File: src/shared/qdm_pkg.sv
package qdm_pkg;

	// Clock and timebase
	localparam int CLK_HZ       = 40_000_000;
	localparam int TICK_US      = 1000;
	localparam int TICK_DIV_DEF = CLK_HZ / (1_000_000 / TICK_US);
	localparam int DIV_W        = 16;

	// Persistence counters count timebase ticks
	localparam int CNT_W = 13;
	typedef logic [CNT_W-1:0] qdm_ms_t;
	localparam qdm_ms_t CNT_ZERO = 13'h0;
	localparam qdm_ms_t CNT_ONE  = 13'h1;

	// Carriers and power measurement
	localparam int NUM_CARRIERS = 2;
	localparam int PWR_W        = 16;
	localparam int SUM_W        = 32;
	typedef logic [PWR_W-1:0] qdm_power_t;
	localparam logic [SUM_W-1:0] SUM_ZERO = 32'h0;
	localparam qdm_power_t       PWR_ONE  = 16'h1;
	localparam qdm_power_t       PWR_MAX  = 16'hffff;

	// Averaging window for carrier power
	localparam int      AVG_WIN_MS    = 500;
	localparam qdm_ms_t AVG_WIN_TICKS = CNT_W'(AVG_WIN_MS * 1000 / TICK_US);

	// Far-end report history
	localparam int         FAR_WIN = 6;
	localparam logic [2:0] FAR_SET = 3'h4;
	localparam logic [2:0] FAR_CLR = 3'h2;
	localparam logic [2:0] FAR_FULL = 3'h6;

	// Delineation persistence: onset is strictly more than, clear is at least
	localparam int      LCD_TIME_MS     = 50;
	localparam qdm_ms_t LCD_ONSET_TICKS = CNT_W'(LCD_TIME_MS * 1000 / TICK_US + 1);
	localparam qdm_ms_t LCD_CLEAR_TICKS = CNT_W'(LCD_TIME_MS * 1000 / TICK_US);

	// Packet error persistence, strictly more than both ways
	localparam int      PER_TIME_MS = 500;
	localparam qdm_ms_t PER_TICKS   = CNT_W'(PER_TIME_MS * 1000 / TICK_US + 1);

	// Failure timer defaults in milliseconds
	localparam qdm_ms_t FAIL_DEF_MS   = 13'h1f4;
	localparam qdm_ms_t POWER1_DEF_MS = 13'h9c4;
	localparam qdm_ms_t POWER2_DEF_MS = 13'h1388;

	typedef struct packed {
		qdm_ms_t a1;
		qdm_ms_t a2;
		qdm_ms_t b1;
		qdm_ms_t b2;
		qdm_ms_t c1;
		qdm_ms_t c2;
		qdm_ms_t p1;
		qdm_ms_t p2;
	} qdm_timers_t;

	localparam qdm_timers_t TIMERS_DEF = '{
		a1: FAIL_DEF_MS, a2: FAIL_DEF_MS, b1: FAIL_DEF_MS, b2: FAIL_DEF_MS,
		c1: FAIL_DEF_MS, c2: FAIL_DEF_MS, p1: POWER1_DEF_MS, p2: POWER2_DEF_MS
	};

	// Far-end indicator report
	typedef struct packed {
		logic                    valid;
		logic [NUM_CARRIERS-1:0] carrierAbsent;
	} qdm_report_t;

endpackage

File: src/verilog/qdm_defect_monitor.sv
`timescale 1ns/1ps
module qdm_defect_monitor
	import qdm_pkg::*;
#(
	parameter int TICK_DIV = TICK_DIV_DEF
) (
	input  wire logic                                clk,
	input  wire logic                                reset_n,
	input  wire logic [NUM_CARRIERS-1:0]             carrierUsed,
	input  wire logic [NUM_CARRIERS-1:0]             sampleValid,
	input  wire logic [NUM_CARRIERS-1:0][PWR_W-1:0]  powerSample,
	input  wire qdm_power_t                          powerThreshold,
	input  wire qdm_report_t                         farReport,
	input  wire logic                                ocdAnomaly,
	input  wire logic                                focdAnomaly,
	input  wire logic                                fncdAnomaly,
	input  wire logic                                rdiDefect,
	input  wire logic                                perAnomaly,
	input  wire logic                                cfgLoad,
	input  wire qdm_timers_t                         cfgTimers,
	output logic [NUM_CARRIERS-1:0]                  carrierAbsentDefect,
	output logic                                     signalAbsentDefect,
	output logic [NUM_CARRIERS-1:0]                  farCarrierAbsentDefect,
	output logic                                     farSignalAbsentDefect,
	output logic                                     cellDelinMissingDefect,
	output logic                                     farDelinMissingDefect,
	output logic                                     packetErrorDefect,
	output qdm_timers_t                              failureTimers
);

	logic [DIV_W-1:0]   divCnt_r;
	logic               tick_r;
	qdm_ms_t            winCnt_r;
	logic               winEnd;
	logic [SUM_W-1:0]   sum_r   [NUM_CARRIERS];
	qdm_power_t         count_r [NUM_CARRIERS];
	logic [SUM_W-1:0]   limit   [NUM_CARRIERS];
	logic [FAR_WIN-1:0] hist_r  [NUM_CARRIERS];
	logic [2:0]         ones    [NUM_CARRIERS];
	logic [2:0]         fill_r;
	logic               fncdLong;
	logic               farQuiet;

	function automatic logic [2:0] countOnes(input logic [FAR_WIN-1:0] v);
		logic [2:0] n;
		n = 3'h0;
		for (int i = 0; i < FAR_WIN; i++) begin
			n = n + {2'h0, v[i]};
		end
		return n;
	endfunction

	// Timebase divider: one-cycle tick per millisecond
	always_ff @(posedge clk or negedge reset_n) begin
		if (!reset_n) begin
			divCnt_r <= '0;
			tick_r   <= 1'b0;
		end else if (divCnt_r == DIV_W'(TICK_DIV - 1)) begin
			divCnt_r <= '0;
			tick_r   <= 1'b1;
		end else begin
			divCnt_r <= divCnt_r + 1'b1;
			tick_r   <= 1'b0;
		end
	end

	// Half-second averaging window shared by both carriers
	always_ff @(posedge clk or negedge reset_n) begin
		if (!reset_n) begin
			winCnt_r <= CNT_ZERO;
		end else if (winEnd) begin
			winCnt_r <= CNT_ZERO;
		end else if (tick_r) begin
			winCnt_r <= winCnt_r + CNT_ONE;
		end
	end

	assign winEnd = tick_r && (winCnt_r == AVG_WIN_TICKS - CNT_ONE);

	// Average compared as sum against threshold times sample count, no divider needed
	for (genvar c = 0; c < NUM_CARRIERS; c++) begin : g_carrier
		assign limit[c] = SUM_W'(powerThreshold) * SUM_W'(count_r[c]);
		assign ones[c]  = countOnes(hist_r[c]);

		// Power accumulation; count saturates so a very fast sampler cannot wrap
		always_ff @(posedge clk or negedge reset_n) begin
			if (!reset_n) begin
				sum_r[c]   <= SUM_ZERO;
				count_r[c] <= '0;
			end else if (winEnd) begin
				sum_r[c]   <= SUM_ZERO;
				count_r[c] <= '0;
			end else if (sampleValid[c] && count_r[c] != PWR_MAX) begin
				sum_r[c]   <= sum_r[c] + {{(SUM_W-PWR_W){1'b0}}, powerSample[c]};
				count_r[c] <= count_r[c] + PWR_ONE;
			end
		end

		// Decision at window end; an empty window keeps the last verdict
		always_ff @(posedge clk or negedge reset_n) begin
			if (!reset_n) begin
				carrierAbsentDefect[c] <= 1'b0;
			end else if (winEnd && count_r[c] != '0) begin
				carrierAbsentDefect[c] <= (sum_r[c] < limit[c]);
			end
		end

		// Shift history of far absence flags
		always_ff @(posedge clk or negedge reset_n) begin
			if (!reset_n) begin
				hist_r[c] <= '0;
			end else if (farReport.valid) begin
				hist_r[c] <= {hist_r[c][FAR_WIN-2:0], farReport.carrierAbsent[c]};
			end
		end

		// Far absence verdict only once six reports are in
		always_ff @(posedge clk or negedge reset_n) begin
			if (!reset_n) begin
				farCarrierAbsentDefect[c] <= 1'b0;
			end else if (fill_r == FAR_FULL) begin
				if (ones[c] >= FAR_SET) begin
					farCarrierAbsentDefect[c] <= 1'b1;
				end else if (ones[c] < FAR_CLR) begin
					farCarrierAbsentDefect[c] <= 1'b0;
				end
			end
		end

		property p_far_rise;
			@(posedge clk) disable iff (!reset_n)
			$rose(farCarrierAbsentDefect[c]) |-> $past(ones[c]) >= FAR_SET;
		endproperty
		a_far_rise: assert property (p_far_rise) else $error("far absence raised below four");

		property p_far_fall;
			@(posedge clk) disable iff (!reset_n)
			$fell(farCarrierAbsentDefect[c]) |-> $past(ones[c]) < FAR_CLR;
		endproperty
		a_far_fall: assert property (p_far_fall) else $error("far absence cleared at two or more");

		property p_hist_shift;
			@(posedge clk) disable iff (!reset_n)
			farReport.valid |=> hist_r[c][0] == $past(farReport.carrierAbsent[c]);
		endproperty
		a_hist_shift: assert property (p_hist_shift) else $error("history not shifted");

		property p_carrier_low;
			@(posedge clk) disable iff (!reset_n)
			(winEnd && count_r[c] != '0 && sum_r[c] < limit[c]) |=> carrierAbsentDefect[c];
		endproperty
		a_carrier_low: assert property (p_carrier_low) else $error("low power not flagged");

		property p_carrier_ok;
			@(posedge clk) disable iff (!reset_n)
			(winEnd && count_r[c] != '0 && sum_r[c] >= limit[c]) |=> !carrierAbsentDefect[c];
		endproperty
		a_carrier_ok: assert property (p_carrier_ok) else $error("adequate power still flagged");
	end

	// Reports received, saturating at the history depth
	always_ff @(posedge clk or negedge reset_n) begin
		if (!reset_n) begin
			fill_r <= 3'h0;
		end else if (farReport.valid && fill_r != FAR_FULL) begin
			fill_r <= fill_r + 3'h1;
		end
	end

	// Line-level aggregation: raise on any profile carrier, clear only when both are free
	always_ff @(posedge clk or negedge reset_n) begin
		if (!reset_n) begin
			signalAbsentDefect    <= 1'b0;
			farSignalAbsentDefect <= 1'b0;
		end else begin
			if (|(carrierAbsentDefect & carrierUsed)) begin
				signalAbsentDefect <= 1'b1;
			end else if (carrierAbsentDefect == '0) begin
				signalAbsentDefect <= 1'b0;
			end
			if (|(farCarrierAbsentDefect & carrierUsed)) begin
				farSignalAbsentDefect <= 1'b1;
			end else if (farCarrierAbsentDefect == '0) begin
				farSignalAbsentDefect <= 1'b0;
			end
		end
	end

	// Near-end cell delineation loss
	qdm_persist #(.ONSET(LCD_ONSET_TICKS), .CLEAR(LCD_CLEAR_TICKS)) u_lcd (
		.clk     (clk),
		.reset_n (reset_n),
		.tick    (tick_r),
		.cond    (ocdAnomaly),
		.defect  (cellDelinMissingDefect)
	);

	// Far ncd held beyond 50 ms; drops on the first tick it is gone
	qdm_persist #(.ONSET(LCD_ONSET_TICKS), .CLEAR(CNT_ONE)) u_fncd (
		.clk     (clk),
		.reset_n (reset_n),
		.tick    (tick_r),
		.cond    (fncdAnomaly),
		.defect  (fncdLong)
	);

	// Both far anomalies absent for more than 50 ms
	qdm_persist #(.ONSET(LCD_ONSET_TICKS), .CLEAR(CNT_ONE)) u_fquiet (
		.clk     (clk),
		.reset_n (reset_n),
		.tick    (tick_r),
		.cond    (!(focdAnomaly || fncdAnomaly)),
		.defect  (farQuiet)
	);

	// Far delineation loss; onset wins over a stale quiet verdict
	always_ff @(posedge clk or negedge reset_n) begin
		if (!reset_n) begin
			farDelinMissingDefect <= 1'b0;
		end else if (!rdiDefect && (focdAnomaly || fncdLong)) begin
			farDelinMissingDefect <= 1'b1;
		end else if (farQuiet) begin
			farDelinMissingDefect <= 1'b0;
		end
	end

	// Packet error defect
	qdm_persist #(.ONSET(PER_TICKS), .CLEAR(PER_TICKS)) u_per (
		.clk     (clk),
		.reset_n (reset_n),
		.tick    (tick_r),
		.cond    (perAnomaly),
		.defect  (packetErrorDefect)
	);

	// Failure timer durations, defaults at reset, software may reload
	always_ff @(posedge clk or negedge reset_n) begin
		if (!reset_n) begin
			failureTimers <= TIMERS_DEF;
		end else if (cfgLoad) begin
			failureTimers <= cfgTimers;
		end
	end

	property p_sig_raise;
		@(posedge clk) disable iff (!reset_n)
		|(carrierAbsentDefect & carrierUsed) |=> signalAbsentDefect;
	endproperty
	a_sig_raise: assert property (p_sig_raise) else $error("signal absence not raised");

	property p_sig_hold;
		@(posedge clk) disable iff (!reset_n)
		(signalAbsentDefect && carrierAbsentDefect != '0) |=> signalAbsentDefect;
	endproperty
	a_sig_hold: assert property (p_sig_hold) else $error("signal absence cleared early");

	property p_fsig;
		@(posedge clk) disable iff (!reset_n)
		$fell(farSignalAbsentDefect) |-> $past(farCarrierAbsentDefect) == '0;
	endproperty
	a_fsig: assert property (p_fsig) else $error("far signal absence cleared early");

	property p_flcd_rise;
		@(posedge clk) disable iff (!reset_n)
		$rose(farDelinMissingDefect) |-> $past(!rdiDefect && (focdAnomaly || fncdLong));
	endproperty
	a_flcd_rise: assert property (p_flcd_rise) else $error("far delineation loss without cause");

	property p_flcd_fall;
		@(posedge clk) disable iff (!reset_n)
		$fell(farDelinMissingDefect) |-> $past(farQuiet);
	endproperty
	a_flcd_fall: assert property (p_flcd_fall) else $error("far delineation loss cleared early");

	property p_timers_hold;
		@(posedge clk) disable iff (!reset_n)
		!$past(cfgLoad) |-> $stable(failureTimers);
	endproperty
	a_timers_hold: assert property (p_timers_hold) else $error("timers changed without load");

endmodule

File: src/verilog/qdm_persist.sv
`timescale 1ns/1ps
module qdm_persist
	import qdm_pkg::*;
#(
	parameter qdm_ms_t ONSET = CNT_ONE,
	parameter qdm_ms_t CLEAR = CNT_ONE
) (
	input  wire logic clk,
	input  wire logic reset_n,
	input  wire logic tick,
	input  wire logic cond,
	output logic      defect
);

	qdm_ms_t cnt_r;
	qdm_ms_t limit;

	assign limit = defect ? CLEAR : ONSET;

	// Count ticks while the condition disagrees with the defect state
	always_ff @(posedge clk or negedge reset_n) begin
		if (!reset_n) begin
			cnt_r  <= CNT_ZERO;
			defect <= 1'b0;
		end else if (cond == defect) begin
			cnt_r <= CNT_ZERO;
		end else if (tick) begin
			if (cnt_r + CNT_ONE >= limit) begin
				cnt_r  <= CNT_ZERO;
				defect <= cond;
			end else begin
				cnt_r <= cnt_r + CNT_ONE;
			end
		end
	end

	property p_persist_restart;
		@(posedge clk) disable iff (!reset_n)
		(cond == defect) |=> (cnt_r == CNT_ZERO);
	endproperty
	a_persist_restart: assert property (p_persist_restart) else $error("persist counter not restarted");

	property p_persist_onset;
		@(posedge clk) disable iff (!reset_n)
		$rose(defect) |-> $past(tick) && $past(cond) && ($past(cnt_r) == ONSET - CNT_ONE);
	endproperty
	a_persist_onset: assert property (p_persist_onset) else $error("defect raised at wrong count");

	property p_persist_clear;
		@(posedge clk) disable iff (!reset_n)
		$fell(defect) |-> $past(tick) && !$past(cond) && ($past(cnt_r) == CLEAR - CNT_ONE);
	endproperty
	a_persist_clear: assert property (p_persist_clear) else $error("defect cleared at wrong count");

endmodule

File: config.mk
export PLATFORM = sky130hd
export DESIGN_NAME = qdm_defect_monitor
export DESIGN_NICKNAME = d
export VERILOG_FILES = /design/src/shared/qdm_pkg.sv /design/src/verilog/qdm_defect_monitor.sv /design/src/verilog/qdm_persist.sv
export SDC_FILE = /design/constraint.sdc
export NUM_CORES = 2
export LEC_CHECK = 0
export ABC_AREA = 1
export BUFFER_PORTS_ARGS = -buffer_cell sky130_fd_sc_hd__buf_2
export CORE_UTILIZATION = 45
export CTS_CLUSTER_SIZE = 8
export DETAILED_ROUTE_END_ITERATION = 8
export PLACE_DENSITY_LB_ADDON = 0.15
export SYNTH_ARGS = -nofsm -noshare
export SYNTH_HDL_FRONTEND = slang
export SYNTH_HIERARCHICAL = 1
export SYNTH_SLANG_ARGS = --single-unit
File: constraint.sdc
create_clock -name clk -period 7.04 [get_ports clk]
set_input_delay 0.704 -clock clk [delete_from_list [all_inputs] [get_ports clk]]
set_output_delay 0.704 -clock clk [all_outputs]
set_load 0.05 [all_outputs]
# Word level (Yosys, flattened, before mapping)
# Index checks and enable logic that the tools add are counted.
# op_classes
addsub	21
n_mul	2
order_cmp	10
n_eq_ne	10
mux	37
n_bitwise	6
n_reduce_logical	35
# ops
cell	n
two-way mux 13 bit	14
two-way mux 32 bit	4
two-way mux 16 bit	5
adder 13 x 1 -> 13 bit (second input constant)	5
adder 32 x 16 -> 32 bit	2
less-than comparator 32 bit	2
multiplier 16 x 16 -> 32 bit	2
adder 16 x 1 -> 16 bit (second input constant)	3
>= comparator 13 bit	3
!= test 16 bit (second input constant)	2
nonzero test 16 bit	2
nonzero test 2 bit	12
adder 3 x 1 -> 3 bit	6
== test 16 bit (second input constant)	1
== test 13 x 9 -> 1 bit (second input constant)	1
>= comparator 13 x 9 -> 1 bit (second input constant)	1
two-way mux 1 bit	12
two-way mux 6 bit	2
AND reduction 3 bit	4
logical AND 1 bit	7
adder 2 x 1 -> 3 bit	2
>= comparator 3 bit (second input constant)	2
less-than comparator 3 x 2 -> 1 bit (second input constant)	2
adder 1 x 1 -> 2 bit	2
other kinds (11)	23
# totals
ff_bits	308
inputBits	167
out_inout_bits	113
wordCells	154

# Longest topological paths before layout
# depth
word_depth	8
ltp_mapped	37
mapped_depth_nobuf	35

# Modules after synthesis
# The synthesis kept the hierarchy.
# modules_own_cells
module	n_inst	cells_per_inst	area_per_inst_um2	seq_area_each_um2
qdm_defect_monitor	1	4275	32937.8	6363.6
qdm_persist at u_fncd ...	2	131	955.9	350.3
qdm_persist at u_lcd	1	125	933.4	350.3
qdm_persist at u_per	1	135	902.1	350.3

# Worst setup path before layout
# No wires, ideal clock.
# synth_timing
path_type	input -> register
start	input powerThreshold[4]
end	register carrierAbsentDefect[1]
setup_time_ns	0.118
arrival_time_ns	6.433
required_time_ns	6.922
slack_ns	0.489
cell_stages	29
path_buffers	1
path_cell_list	clkbuf_1 > nand2_1 > fa_1 > inv_1 > fa_1 > fa_1 > fa_1 > fa_1 > inv_1 > fa_1 > inv_1 > ha_1 > a21oi_1 > o21ai_0 > a21oi_1 > nor2_1 > nor2_1 > nand2_1 > nand2_1 > nand2_1 > ha_1 > nand2_1 > inv_1 > nand3_1 > or2_2 > nor4_1 > nand2_1 > nand2_1 > nand2_1
# synth_between
elab_chain_cells	2
# synth_lines
item	line	text
start: declaration	qdm_defect_monitor.sv:12	input wire qdm_power_t powerThreshold,
multiplier 16 x 16 -> 32 bit	qdm_defect_monitor.sv:82	assign limit[c] = SUM_W'(powerThreshold) * SUM_W'(count_r[c]);
less-than comparator 32 bit	qdm_defect_monitor.sv:104	carrierAbsentDefect[c] <= (sum_r[c] < limit[c]);
end signal: indexed assignment	qdm_defect_monitor.sv:104	
end: declaration	qdm_defect_monitor.sv:21	output logic [NUM_CARRIERS-1:0] carrierAbsentDefect,
# No other way between the ends.
# A chain may end at the register's enable or synchronous reset.

# Final worst setup path
# layout_timing
start	register count_r[22] (netlist name)
end	register carrierAbsentDefect[0]
# layout_between
elab_chain_cells	2
word_cells_on_any_way	4
classes_between	mul: 1; order compare: 1; reduce/logical: 2
# layout_lines
item	line	text
start: declaration	qdm_defect_monitor.sv:36	qdm_power_t count_r [NUM_CARRIERS];
start signal: indexed assignment	qdm_defect_monitor.sv:95	count_r[c] <= count_r[c] + PWR_ONE;
multiplier 16 x 16 -> 32 bit or nonzero test 16 bit (tied branches)	qdm_defect_monitor.sv:82, qdm_defect_monitor.sv:103	
less-than comparator 32 bit or logical AND 1 bit (tied branches)	qdm_defect_monitor.sv:104, qdm_defect_monitor.sv:103	
# Several ways; a longest one is shown, not always the timed one.

==> impl_metrics.ini <==
[synthesis]
netlist_area_um2 = 36690
yosysUniqueCellTypes = 54
synth_seq_cells = 308
syn_nets = 5682
synth_top_family_by_area = adder cells
synth_edf_count = 0
synth_compound_area_frac = 0.05655
async_flop_share = 1.000
synth_xor_area_frac = 0.02125
synth_cells = 4797
syn_area_per_cell_um2 = 7.648
yosys-top-cells-area = fa_1 22%, dfrtp_1 18%, nand2_1 13%, ha_1 11%, inv_1 11%
synthAdderAreaFrac = 0.3259
yosysTopAreaCellShare = 0.2161
synthSimpleGateAreaFrac = 0.2273
synthFlopType = dfrtp_1
yosys-mux-area-fraction = 0.03192
synth_area_leader_cell = fa_1
ys_warn_count = 6
yosysSeqAreaShare = 0.2117

[flow_run]
maxCapViolations = 0

[detailed_routing]
met2_length_um = 47910
drc = 0
firstDrtPassIters = 5
routed-wl-met3_um = 4326
wl_per_cell_um = 15.60
routed_wl_um = 96510
m1WireLength_um = 41940
vias = 30600
viasPerCell = 4.946
topRoutingLayerUsed = met5
ant_nets = 0
first_iter_violations = 1648

[critical_path]
required_ns = 7.51
cp_max_fo = 14
arrival_ns = 7.10
crit_type = register to register
worst_setup_path_start_kind = register
slowest_delay_ns = 0.58
cp-end-kind = register
worst_path_max_delay_cell = dfrtp_1
crit_top_cell = nand2_1

[sta]
hold_viol_final = 0
whs_ns = 0.1666
skew_ns = 0.03342
finalSetupViolCount = 0
layout_setup_ws_ns = 0.4132
slew_viol_final = 0
layout_min_cycle_time_ns = 6.627
worstMarginPinSlew_ns = 0.8798
relSlewSlack = 0.4135
period_share = 0.9413
rsz0062_at_grt = false
max_freq_mhz = 150.9

[placement]
place_congestion = 0.9273
io_buffers = 279
hpwl_um = 78270
dp_slack_ns = -0.09421
dpl.cell_count = 6106

[cts]
clockRootBuffer = clkbuf_16
clk_pin_slew_ns = 0.07
h-tree-depth = 2
tritoncts = built
cts_setup_buffers = 0
cts_inserted_buffers = 45
ctsResizeCount = 0
clkLatencyLatePin_ns = 0.59
holdBufCountCts = 0
cts_buffer_depth = 3
cts.sinks = 308

[grt]
gr-total-overflow = 0
grt_pass1_wl_um = 160100
grtUsageTotal = 0.2410
antenna_found_initial = 5
grt_pass1_vias = 31020
grt_max_degree = 149

[floorplanning]
die_y_um = 287.5
die-area_um2 = 82670
fp-row-count = 104
initial_utilization = 0.4554
fp.dieW_um = 287.5
core_um2 = 80550
ioPinCount = 280

[final_layout]
fillers = 7929
area_growth_pct = 12.15
num-nets-final = 5978
instances_no_fill = 6186
multiInputGateArea_um2 = 24330
register_area_um2 = 7780
drive_gt1_frac = 0.1341

[worst_hold_path]
hold_path_class = input pin to async pin

[run_status]
outcome = finished, final reports clean
final cells by class:
cell class              instances  area share
well taps                    1060     0.03224
multi-input cells            3296      0.5915
repair buffers                395     0.05876
inverters                    1047     0.09564
diodes                          3   0.0001825
clock inverters                 5    0.002524
clock buffers                  72     0.03008
flip-flops and latches        308      0.1891
metrics by stage:
stage	instance area, um2	setup TNS (ns)	utilization
after global placement	39760	-0.1009	0.4936
final	41140	0	0.5108
after detailed placement	39760	-0.1090	0.4936
after CTS	41100	0	0.5103
after floorplan	36690	0	-
after global routing	41130	0	0.5107
critical path, delay by kind of cell, from the launching register on:
kind                       cells  cell delay [ns]
adders and majority gates      8             3.70
DFF                            1             0.58
AOI/OAI and AO/OA              2             0.47
buffers and inverters          6             0.35
and+or+nand+nor               13             1.39
logic make-up after synthesis:
| family | after synthesis |
|---|---|
| buffers and inverters | 1193 |
| DFF | 308 |
| AOI/OAI and AO/OA | 383 |
| xor gates and xnor gates | 89 |
| adders and majority gates | 718 |
| muxes | 104 |
| and+or+nand+nor | 2002 |
state kept, by name, summed over array words and instances (netlist names):
name / flops
failureTimers: 104
sum_r: 64
count_r: 32
divCnt_r: 16
u_fncd/cnt_r: 13
u_fquiet/cnt_r: 13
u_lcd/cnt_r: 13
u_per/cnt_r: 13
winCnt_r: 13
hist_r: 12
fill_r: 3
carrierAbsentDefect: 2
farCarrierAbsentDefect: 2
farDelinMissingDefect: 1
farSignalAbsentDefect: 1
signalAbsentDefect: 1
tick_r: 1
u_fncd/defect: 1
u_fquiet/defect: 1
u_lcd/defect: 1
u_per/defect: 1
worst paths after layout:
check,start,to,slack [ns],cells after the start
setup / recovery,count_r[22]$_DFFE_PN0P_,carrierAbsentDefect[0]$_DFFE_PN0P_,0.41,29
hold / removal,reset_n,u_lcd/cnt_r[11]$_DFFE_PN0P_,0.17,1
setup reg to reg,count_r[22]$_DFFE_PN0P_,carrierAbsentDefect[0]$_DFFE_PN0P_,0.41,29
hold reg to reg,hist_r[4]$_DFFE_PN0P_,hist_r[5]$_DFFE_PN0P_,0.46,2
max in group asynchronous,reset_n,count_r[21]$_DFFE_PN0P_,5.39,2
min in group clk,rdiDefect,farDelinMissingDefect$_DFFE_PN0P_,0.33,2
metal layers:
metal / GRT usage / vias to the layer above
met1: 0.3122 / 14650
met3: 0.03130 / 156
li1: - / 15200
met2: 0.4234 / 585
met5: 0.0005814 / -
met4: 0.05971 / 2
cells in the mapped netlist, types with 3 or more instances:
cell      number
nand2_1     1297
inv_1       1040
fa_1         396
ha_1         322
nor2_1       312
dfrtp_1      262
nand3_1      185
a21oi_1      181
o21ai_0      114
mux2_2       104
clkbuf_1      86
nor3_1        59
nand4_1       52
dfstp_2       46
xnor2_1       45
xor2_1        44
o22ai_1       24
buf_1         23
o21ai_1       23
nand2_2       20
buf_2         19
nand3b_1      17
nor2_2        13
nor2_4        12
nor4_1        10
buf_4          9
or2_2          9
buf_6          8
a21o_1         7
o21bai_1       7
o21a_1         5
a31oi_1        4
inv_2          4
o211ai_1       4
o22ai_2        4
and3_1         3
nand3_2        3
nand3_4        3
o31ai_1        3
placed cells by master (no fill, tap or decap), types with 20 or more instances in the layout:
cell	Yosys	routed
nor3_1	59	59
nor2_1	312	312
buf_2	19	277
a21oi_1	181	178
buf_4	9	106
o21ai_1	23	23
clkbuf_16	0	45
nand4_1	52	52
xor2_1	44	44
o22ai_1	24	24
nand2_1	1297	1297
nand2_2	20	20
inv_1	1040	1040
dfrtp_1	262	250
o21ai_0	114	114
nand3_1	185	184
xnor2_1	45	45
ha_1	322	322
mux2_2	104	104
fa_1	396	396
clkbuf_1	86	26
dfstp_2	46	46
Power is left out: the tool's default activity adds up to more than one toggle a clock period on the data nets, which glitch-free logic cannot reach.
